[src/shared/tcc_defines.vh]
// Shared constants for the transceiver core control register bank
`ifndef TCC_DEFINES_VH
`define TCC_DEFINES_VH

// Serial bus slave address, 7 bits
`define TCC_SLAVE_ADDR 7'h08

// Register indices as sent in the register address byte
`define TCC_REG_CORE0 8'h00
`define TCC_REG_CORE1 8'h01
`define TCC_REG_CORE2 8'h02
`define TCC_REG_CORE3 8'h03
`define TCC_REG_CONV_MSB 8'h28
`define TCC_REG_CONV_LSB 8'h29

// Reset values
`define TCC_CORE0_RST 8'h41
`define TCC_CORE1_RST 8'h00
`define TCC_CORE2_RST 8'h00
`define TCC_CORE3_RST 8'h00

// Core register 0 fields
`define TCC_C0_GLOBAL_RST 7
`define TCC_C0_REG_RST 1
`define TCC_C0_CHIP_EN 0
`define TCC_C0_STORE_MASK 8'h7D

// Core register 1 fields
`define TCC_C1_PD_TRIG 7
`define TCC_C1_PD_RNG_HI 6
`define TCC_C1_PD_RNG_LO 5
`define TCC_C1_OPEN_LOOP 4
`define TCC_C1_FAULT_EN 3
`define TCC_C1_BIAS_EN 2
`define TCC_C1_BIAS_SINK 1
`define TCC_C1_PD_POL 0

// Core register 2 fields
`define TCC_C2_OPT_LB 1
`define TCC_C2_ELEC_LB 0

// Core register 3 fields
`define TCC_C3_CONV_EN 7
`define TCC_C3_OSC_EN 6
`define TCC_C3_CONV_RST 4
`define TCC_C3_SEL_MSB 2
`define TCC_C3_SEL_RSV 2

`endif

[src/hw/tcc_pin_sync.v]
// Two-flop synchroniser for a group of asynchronous input pins
`timescale 1ns/100ps
module tcc_pin_sync #(
   parameter WIDTH = 4
) (
   input wire ref_clk,
   input wire nrst,
   input wire [WIDTH-1:0] async_in,
   output wire [WIDTH-1:0] sync_out
);
   reg [WIDTH-1:0] meta_ff;
   reg [WIDTH-1:0] sync_ff;

   // Idle level of open-drain lines is high, so reset to ones avoids a false start
   always @(posedge ref_clk or negedge nrst) begin
      if (!nrst) begin
         meta_ff <= {WIDTH{1'b1}};
         sync_ff <= {WIDTH{1'b1}};
      end else begin
         meta_ff <= async_in;
         sync_ff <= meta_ff;
      end
   end

   assign sync_out = sync_ff;
endmodule

[src/hw/tcc_ctrl_regs.v]
// Core control register bank with two-wire serial slave
`timescale 1ns/100ps
`include "tcc_defines.vh"
module tcc_ctrl_regs #(
   parameter [6:0] SLAVE_ADDR = `TCC_SLAVE_ADDR
) (
   input wire ref_clk,
   input wire nrst,
   input wire scl_in,
   input wire sda_in,
   output wire sda_out,
   output wire sda_oe,
   input wire [9:0] conv_result,
   input wire pd_monitor_pin,
   input wire bias_fault_in,
   input wire tx_recovered_data,
   input wire rx_recovered_data,
   output wire rx_out_data,
   output wire tx_out_data,
   output wire global_soft_reset,
   output wire chip_enable,
   output wire pd_monitor_fault_trigger,
   output wire pd_range_high,
   output wire pd_range_low,
   output wire open_loop_select,
   output wire fault_detect_enable,
   output wire laser_bias_enable,
   output wire bias_sink_select,
   output wire photodiode_polarity,
   output wire laser_bias_on,
   output wire laser_fault,
   output wire optical_loopback_select,
   output wire electrical_loopback_select,
   output wire converter_enable,
   output wire converter_osc_enable,
   output wire converter_reset,
   output wire [2:0] converter_input_select,
   output wire converter_select_valid
);
   localparam [3:0] ST_IDLE = 4'h0;
   localparam [3:0] ST_ADDR = 4'h1;
   localparam [3:0] ST_ADDR_ACK = 4'h2;
   localparam [3:0] ST_REG = 4'h3;
   localparam [3:0] ST_REG_ACK = 4'h4;
   localparam [3:0] ST_WDATA = 4'h5;
   localparam [3:0] ST_WDATA_ACK = 4'h6;
   localparam [3:0] ST_RDATA = 4'h7;
   localparam [3:0] ST_RDATA_ACK = 4'h8;
   localparam [3:0] ST_IGNORE = 4'h9;

   wire [3:0] pins_s;
   wire scl_s;
   wire sda_s;
   wire pd_pin_s;
   wire fault_s;

   reg scl_q_ff;
   reg sda_q_ff;
   reg [3:0] state_ff;
   reg [2:0] bit_cnt_ff;
   reg got_byte_ff;
   reg [7:0] rx_sh_ff;
   reg [7:0] tx_sh_ff;
   reg [7:0] ptr_ff;
   reg sda_oe_ff;
   reg glob_pend_ff;
   reg regrst_pend_ff;
   reg glob_pulse_ff;
   reg [7:0] core0_ff;
   reg [7:0] core1_ff;
   reg [7:0] core2_ff;
   reg [7:0] core3_ff;
   reg fault_ff;
   reg rx_out_ff;
   reg tx_out_ff;

   reg [3:0] nxt_state;
   reg [2:0] nxt_bit_cnt;
   reg nxt_got_byte;
   reg [7:0] nxt_rx_sh;
   reg [7:0] nxt_tx_sh;
   reg [7:0] nxt_ptr;
   reg nxt_sda_oe;
   reg nxt_glob_pend;
   reg nxt_regrst_pend;
   reg nxt_glob_pulse;
   reg [7:0] nxt_core0;
   reg [7:0] nxt_core1;
   reg [7:0] nxt_core2;
   reg [7:0] nxt_core3;
   reg [7:0] rd_data;

   wire scl_rise;
   wire scl_fall;
   wire start_det;
   wire stop_det;
   wire fault_src;

   tcc_pin_sync #(
      .WIDTH(4)
   ) u_pin_sync (
      .ref_clk(ref_clk),
      .nrst(nrst),
      .async_in({bias_fault_in, pd_monitor_pin, sda_in, scl_in}),
      .sync_out(pins_s)
   );

   assign scl_s = pins_s[0];
   assign sda_s = pins_s[1];
   assign pd_pin_s = pins_s[2];
   assign fault_s = pins_s[3];

   assign scl_rise = scl_s & ~scl_q_ff;
   assign scl_fall = ~scl_s & scl_q_ff;
   assign start_det = scl_s & scl_q_ff & sda_q_ff & ~sda_s;
   assign stop_det = scl_s & scl_q_ff & ~sda_q_ff & sda_s;

   // Read multiplexer; unmapped indices read as zero
   always @* begin
      case (ptr_ff)
         `TCC_REG_CORE0: rd_data = core0_ff & `TCC_C0_STORE_MASK;
         `TCC_REG_CORE1: rd_data = core1_ff;
         `TCC_REG_CORE2: rd_data = core2_ff;
         `TCC_REG_CORE3: rd_data = core3_ff;
         `TCC_REG_CONV_MSB: rd_data = conv_result[9:2];
         `TCC_REG_CONV_LSB: rd_data = {6'h00, conv_result[1:0]};
         default: rd_data = 8'h00;
      endcase
   end

   // Serial slave sequencing and register writes
   always @* begin
      nxt_state = state_ff;
      nxt_bit_cnt = bit_cnt_ff;
      nxt_got_byte = got_byte_ff;
      nxt_rx_sh = rx_sh_ff;
      nxt_tx_sh = tx_sh_ff;
      nxt_ptr = ptr_ff;
      nxt_sda_oe = sda_oe_ff;
      nxt_glob_pend = glob_pend_ff;
      nxt_regrst_pend = regrst_pend_ff;
      nxt_glob_pulse = 1'b0;
      nxt_core0 = core0_ff;
      nxt_core1 = core1_ff;
      nxt_core2 = core2_ff;
      nxt_core3 = core3_ff;
      if (start_det) begin
         nxt_state = ST_ADDR;
         nxt_bit_cnt = 3'h0;
         nxt_got_byte = 1'b0;
         nxt_sda_oe = 1'b0;
      end else if (stop_det) begin
         nxt_state = ST_IDLE;
         nxt_sda_oe = 1'b0;
      end else begin
         case (state_ff)
            ST_ADDR, ST_REG, ST_WDATA: begin
               if (scl_rise) begin
                  nxt_rx_sh = {rx_sh_ff[6:0], sda_s};
                  nxt_bit_cnt = bit_cnt_ff + 3'h1;
                  nxt_got_byte = (bit_cnt_ff == 3'h7);
               end else if (scl_fall && got_byte_ff) begin
                  nxt_got_byte = 1'b0;
                  nxt_bit_cnt = 3'h0;
                  nxt_sda_oe = 1'b1;
                  if (state_ff == ST_ADDR) begin
                     if (rx_sh_ff[7:1] == SLAVE_ADDR) begin
                        nxt_state = ST_ADDR_ACK;
                     end else begin
                        // Foreign address: leave the line high
                        nxt_sda_oe = 1'b0;
                        nxt_state = ST_IGNORE;
                     end
                  end else if (state_ff == ST_REG) begin
                     nxt_ptr = rx_sh_ff;
                     nxt_state = ST_REG_ACK;
                  end else begin
                     nxt_state = ST_WDATA_ACK;
                     case (ptr_ff)
                        `TCC_REG_CORE0: begin
                           // Reserved bits 6:2 keep what is written
                           nxt_core0 = rx_sh_ff & `TCC_C0_STORE_MASK;
                           nxt_glob_pend = rx_sh_ff[`TCC_C0_GLOBAL_RST];
                           nxt_regrst_pend = rx_sh_ff[`TCC_C0_REG_RST];
                        end
                        `TCC_REG_CORE1: nxt_core1 = rx_sh_ff;
                        `TCC_REG_CORE2: nxt_core2 = rx_sh_ff;
                        `TCC_REG_CORE3: nxt_core3 = rx_sh_ff;
                        default: nxt_core0 = core0_ff;
                     endcase
                  end
               end
            end
            ST_ADDR_ACK: begin
               if (scl_fall) begin
                  if (rx_sh_ff[0]) begin
                     // Read uses the pointer left by the last write
                     nxt_tx_sh = rd_data;
                     nxt_sda_oe = ~rd_data[7];
                     nxt_state = ST_RDATA;
                  end else begin
                     nxt_sda_oe = 1'b0;
                     nxt_state = ST_REG;
                  end
               end
            end
            ST_REG_ACK: begin
               if (scl_fall) begin
                  nxt_sda_oe = 1'b0;
                  nxt_state = ST_WDATA;
               end
            end
            ST_WDATA_ACK: begin
               if (scl_fall) begin
                  nxt_sda_oe = 1'b0;
                  // Extra bytes are not acknowledged
                  nxt_state = ST_IGNORE;
                  // Soft resets act after the acknowledge so the bus sees a clean end
                  if (glob_pend_ff || regrst_pend_ff) begin
                     nxt_core0 = `TCC_CORE0_RST;
                     nxt_core1 = `TCC_CORE1_RST;
                     nxt_core2 = `TCC_CORE2_RST;
                     nxt_core3 = `TCC_CORE3_RST;
                  end
                  if (glob_pend_ff) begin
                     nxt_ptr = 8'h00;
                     nxt_glob_pulse = 1'b1;
                     nxt_state = ST_IDLE;
                  end
                  nxt_glob_pend = 1'b0;
                  nxt_regrst_pend = 1'b0;
               end
            end
            ST_RDATA: begin
               if (scl_rise) begin
                  nxt_bit_cnt = bit_cnt_ff + 3'h1;
                  nxt_got_byte = (bit_cnt_ff == 3'h7);
               end else if (scl_fall) begin
                  if (got_byte_ff) begin
                     nxt_got_byte = 1'b0;
                     nxt_sda_oe = 1'b0;
                     nxt_state = ST_RDATA_ACK;
                  end else begin
                     nxt_sda_oe = ~tx_sh_ff[3'h7 - bit_cnt_ff];
                  end
               end
            end
            ST_RDATA_ACK: begin
               if (scl_rise) begin
                  nxt_state = ST_IGNORE;
               end
            end
            ST_IDLE, ST_IGNORE: begin
               nxt_sda_oe = 1'b0;
            end
            default: begin
               nxt_state = ST_IDLE;
               nxt_sda_oe = 1'b0;
            end
         endcase
      end
   end

   always @(posedge ref_clk or negedge nrst) begin
      if (!nrst) begin
         scl_q_ff <= 1'b1;
         sda_q_ff <= 1'b1;
         state_ff <= ST_IDLE;
         bit_cnt_ff <= 3'h0;
         got_byte_ff <= 1'b0;
         rx_sh_ff <= 8'h00;
         tx_sh_ff <= 8'h00;
         ptr_ff <= 8'h00;
         sda_oe_ff <= 1'b0;
         glob_pend_ff <= 1'b0;
         regrst_pend_ff <= 1'b0;
         glob_pulse_ff <= 1'b0;
         core0_ff <= `TCC_CORE0_RST;
         core1_ff <= `TCC_CORE1_RST;
         core2_ff <= `TCC_CORE2_RST;
         core3_ff <= `TCC_CORE3_RST;
      end else begin
         scl_q_ff <= scl_s;
         sda_q_ff <= sda_s;
         state_ff <= nxt_state;
         bit_cnt_ff <= nxt_bit_cnt;
         got_byte_ff <= nxt_got_byte;
         rx_sh_ff <= nxt_rx_sh;
         tx_sh_ff <= nxt_tx_sh;
         ptr_ff <= nxt_ptr;
         sda_oe_ff <= nxt_sda_oe;
         glob_pend_ff <= nxt_glob_pend;
         regrst_pend_ff <= nxt_regrst_pend;
         glob_pulse_ff <= nxt_glob_pulse;
         core0_ff <= nxt_core0;
         core1_ff <= nxt_core1;
         core2_ff <= nxt_core2;
         core3_ff <= nxt_core3;
      end
   end

   // Fault sources; the monitor pin counts only when its trigger is armed
   assign fault_src = core1_ff[`TCC_C1_FAULT_EN] &
      (fault_s | (core1_ff[`TCC_C1_PD_TRIG] & pd_pin_s));

   // Latched fault: a new fault wins over the clear by bias disable
   always @(posedge ref_clk or negedge nrst) begin
      if (!nrst) begin
         fault_ff <= 1'b0;
      end else if (fault_src) begin
         fault_ff <= 1'b1;
      end else if (!core1_ff[`TCC_C1_BIAS_EN]) begin
         fault_ff <= 1'b0;
      end
   end

   // Loopback muxes, registered so the outputs are glitch free
   always @(posedge ref_clk or negedge nrst) begin
      if (!nrst) begin
         rx_out_ff <= 1'b0;
         tx_out_ff <= 1'b0;
      end else begin
         rx_out_ff <= core2_ff[`TCC_C2_OPT_LB] ? tx_recovered_data : rx_recovered_data;
         tx_out_ff <= core2_ff[`TCC_C2_ELEC_LB] ? rx_recovered_data : tx_recovered_data;
      end
   end

   assign sda_out = 1'b0;
   assign sda_oe = sda_oe_ff;
   assign rx_out_data = rx_out_ff;
   assign tx_out_data = tx_out_ff;
   assign global_soft_reset = glob_pulse_ff;
   assign chip_enable = core0_ff[`TCC_C0_CHIP_EN];
   assign pd_monitor_fault_trigger = core1_ff[`TCC_C1_PD_TRIG];
   assign pd_range_high = core1_ff[`TCC_C1_PD_RNG_HI];
   assign pd_range_low = core1_ff[`TCC_C1_PD_RNG_LO];
   assign open_loop_select = core1_ff[`TCC_C1_OPEN_LOOP];
   assign fault_detect_enable = core1_ff[`TCC_C1_FAULT_EN];
   assign laser_bias_enable = core1_ff[`TCC_C1_BIAS_EN];
   assign bias_sink_select = core1_ff[`TCC_C1_BIAS_SINK];
   assign photodiode_polarity = core1_ff[`TCC_C1_PD_POL];
   assign laser_bias_on = core0_ff[`TCC_C0_CHIP_EN] & core1_ff[`TCC_C1_BIAS_EN] & ~fault_ff;
   assign laser_fault = fault_ff;
   assign optical_loopback_select = core2_ff[`TCC_C2_OPT_LB];
   assign electrical_loopback_select = core2_ff[`TCC_C2_ELEC_LB];
   assign converter_enable = core3_ff[`TCC_C3_CONV_EN];
   assign converter_osc_enable = core3_ff[`TCC_C3_OSC_EN];
   assign converter_reset = core3_ff[`TCC_C3_CONV_RST];
   assign converter_input_select = core3_ff[`TCC_C3_SEL_MSB:0];
   // Reserved codes still pass through; downstream may ignore them
   assign converter_select_valid = ~core3_ff[`TCC_C3_SEL_RSV];
endmodule

[config.mk]
export PLATFORM = sky130hd
export DESIGN_NAME = tcc_ctrl_regs
export DESIGN_NICKNAME = d
export VERILOG_FILES = /design/src/hw/tcc_pin_sync.v /design/src/hw/tcc_ctrl_regs.v
export VERILOG_INCLUDE_DIRS = /design/src /design/src/shared
export SDC_FILE = /design/constraint.sdc
export NUM_CORES = 1
export LEC_CHECK = 0
export BUFFER_PORTS_ARGS = -buffer_cell sky130_fd_sc_hd__buf_4
export CAP_MARGIN = 30
export CORE_ASPECT_RATIO = 0.6
export CORE_MARGIN = 5
export CORE_UTILIZATION = 53
export DETAILED_ROUTE_END_ITERATION = 12
export PLACE_DENSITY_LB_ADDON = 0.15
export SKIP_CTS_REPAIR_TIMING = 1
export SLEW_MARGIN = 20
export SYNTH_ARGS = -nofsm -noshare
export SYNTH_HDL_FRONTEND = slang
export SYNTH_HIERARCHICAL = 1
export SYNTH_SLANG_ARGS = --single-unit
export TNS_END_PERCENT = 20
[constraint.sdc]
create_clock -name ref_clk -period 2.2 [get_ports ref_clk]
set_input_delay 0.11 -clock ref_clk [delete_from_list [all_inputs] [get_ports ref_clk]]
set_output_delay 0.11 -clock ref_clk [all_outputs]
set_load 0.005 [all_outputs]
==> impl_metrics.toml <==
[clock_network]
clk_path_buf_depth = 2
clk-insertion-delay-late_ns = 0.34
cts_sinks = 79
cts_tree = "built"
root_buffer = "clkbuf_16"
cts_max_level = 3
cts_buffers = 9
path_clk_slew_ns = 0.06

[pwr]
pwr-share-comb_pct = 23.4
p_leak_nw = 2.402
powerDensity_mw_per_mm2 = 818.5
switching_share_pct = 28.72
p_clk_share_pct = 35.0
internal_power_mw = 2.956
p_seq_share_pct = 41.5
total_power_mw = 4.148
switchingPower_mw = 1.191
peakVddDrop_v = 0.0005107

[placement]
hpwl_mm = 7.777
port-buffer-count = 41
place_worst_setup_slack_ns = -0.05742
place.gp.congestion = 0.9505
dpl.cell_count = 508
placedInstanceArea_mm2 = 0.004693

[floorplanning]
die_w_um = 121.8
pin_count = 43
start_util_pct = 54.51
die_h_um = 77.11
rows = 24
dieArea_mm2 = 0.009394
design.core.area_mm2 = 0.007297

[worst_setup_path]
critPathTopFamily = "compound AO/OA/AOI/OAI gates"
crit_required_ns = 2.42
critPathBufInv = 2
crit_top_cell = "inv_1"
cp.arrival_ns = 2.40
end_kind = "flop"
worstSetupStartpointType = "flop"
critPathSlowestCell = "dfstp_2"
worstPathCellList = "inv_1 > ha_1 > inv_1 > a31oi_2 > o2111a_2 > o21ai_1 > mux2_2"
crit_path_max_incr_delay_ns = 0.54
path_class = "flop to flop"
cp_max_fo = 6

[sta]
final.setup_skew_ns = 0.01064
post-route-min-period_ns = 2.176
maxSlewViolCount = 0
fmax_mhz = 459.6
finalSetupViolCount = 0
hold_viol_final = 0
timing.final.ws_setup_ns = 0.02432
period_share_pct = 98.89
rsz0062_at_grt = "true"
tightest_slew_ns = 0.6773
relSlewSlack_pct = 54.54

[yosys]
synthCells = 334
postSynth.asyncResetShare_pct = 100.0
synth_cell_types = 65
ys_seq_area_share_pct = 50.08
syn_area_mm2 = 0.003978
synth-main-ff-cell = "dfrtp_1"
synth_edf_count = 0
ys_warn_count = 6
synth-seq-cells = 79
syn_nets = 358
avgSynthCellArea_um2 = 11.91

[job]
cap_violations = 0

[route]
drt-pass1-iter-count = 5
drc = 0
routed_wl_mm = 10.40
vias_per_cell = 5.805
post_drt_wl_per_cell_um = 19.66
dr.first_iter.drc_count = 240
vias = 3071
final_antenna_net_count = 0

[final_layout]
diodes = 0
regArea_mm2 = 0.001992
fillers = 561
multi_input_comb_area_mm2 = 0.001877
layout-drive-gt1-share_pct = 43.29
area_delta_synth_final_pct = 27.40
fin_cells = 529
fin_area_mm2 = 0.005067
finalNetCount = 445

[grt]
grt_pass1_wl_mm = 17.12
antenna_found_initial = 0
grt_max_degree = 49
grt_util_all_layers_pct = 23.95
grt_pass1_vias = 3093
grt-ovfl-total = 0

[run_status]
status = "completed"

[min_path]
hold_class = "input pin to flop"
-- worst paths after layout --
path                       slack, ns                   start  depth (start not counted)                      to
max                             0.02  u_pin_sync/sync_out[0]                          7             core0_ff[2]
min                             0.01       rx_recovered_data                          2             tx_out_data
max reg2reg                     0.02  u_pin_sync/sync_out[0]                          7             core0_ff[2]
min reg2reg                     0.36   u_pin_sync/meta_ff[1]                          0  u_pin_sync/sync_out[1]
max in group asynchronous       1.27                    nrst                          3   u_pin_sync/meta_ff[2]
min in group asynchronous       0.27                    nrst                          2             state_ff[3]
-- sequential cells by signal, indices dropped and copies added (netlist names), 4 cells and up --
name / flops
rx_sh_ff: 8
u_pin_sync/meta_ff: 4
core2_ff: 8
tx_sh_ff: 8
core1_ff: 8
ptr_ff: 8
core0_ff: 6
u_pin_sync/sync_out: 4
core3_ff: 8
state_ff: 4
-- logic make-up (layout without fill, tap and decap cells) --
family	after synthesis	in the layout	synth area share, %
AO/OA/AOI/OAI	72	72	13.50
XOR/XNOR	2	2	0.4405
adder cells (fa/ha/maj)	6	6	1.887
buffers and inverters	30	121	3.334
flip-flops	79	79	50.08
multiplexers	63	63	18.53
other	1	1	0.09428
AND/OR/NAND/NOR	81	81	12.14
-- cells in the mapped netlist (3+ instances only) --
library cell	count	area [um2]
mux4_2	3	67.56
nand3_1	3	15.01
nand4_1	3	18.77
nand2_1	16	60.06
dfrtp_1	67	1677
inv_1	12	45.04
mux2_2	53	596.8
a22oi_1	12	90.09
nand2b_1	4	25.02
o21ai_0	12	60.06
dfstp_2	12	315.3
a31oi_1	3	18.77
a21oi_1	4	20.02
a22o_1	9	78.83
nor2_1	14	52.55
buf_4	4	30.03
ha_1	6	75.07
mux2i_1	5	50.05
nor2b_1	12	75.07
buf_2	4	20.02
nor3_1	5	25.02
nor4b_1	3	26.28
o21ai_1	3	15.01
o22ai_1	6	37.54
clkbuf_1	9	33.78
-- routing by layer --
| metal | share of wire (%) | wire (um) | GRT usage, % |
|---|---|---|---|
| met1 | 48 | 5021 | 36.62 |
| met2 | 43 | 4429 | 32.65 |
| met3 | 7.6 | 795 | 7.059 |
| met4 | 1.5 | 156 | 6.823 |
| met5 | 0 | 0 | 0 |
-- power by group through the flow --
stage / clock network (mW) / registers [mW] / logic, mW
floorplan: 0 / 1.71 / 0.518
global placement: 0 / 1.74 / 0.912
detailed placement: 0 / 1.74 / 0.927
CTS: 1.48 / 1.72 / 0.933
global route: 1.55 / 1.74 / 1.06
finish: 1.45 / 1.72 / 0.972
-- layout make-up --
type,instances,area share [%]
flip-flops and latches,79,39.31
multi-input cells,225,37.04
repair buffers,94,14.49
clock buffers,10,4.519
well taps,104,2.568
clock inverters,5,1.185
inverters,12,0.8889
-- per-stage QoR --
stage,setup TNS (ns),hold slack [ns],utilization [%]
floorplan,0,-0.1856,-
global placement,-0.1609,0.07659,64.32
detailed placement,-0.3650,0.07972,64.32
CTS,-0.6896,-0.2873,68.28
global route,-0.2328,0.01169,69.44
finish,0,0.01387,69.44
-- cells in the final DEF (no fill, tap or decap), types with 4 or more instances in the layout --
cell type      Yosys  final
buf_4              4     87
dfrtp_1           67     67
mux2_2            53     53
nand2_1           16     16
nor2_1            14     14
a22oi_1           12     12
inv_1             12     12
o21ai_0           12     12
dfstp_2           12     12
nor2b_1           12     10
a22o_1             9      9
clkbuf_16          0      9
o22ai_1            6      6
ha_1               6      6
mux2i_1            5      5
dlygate4sd3_1      0      5
nor3_1             5      4
nand2b_1           4      4
a21oi_1            4      4
Power figures use the tool's default switching activity.
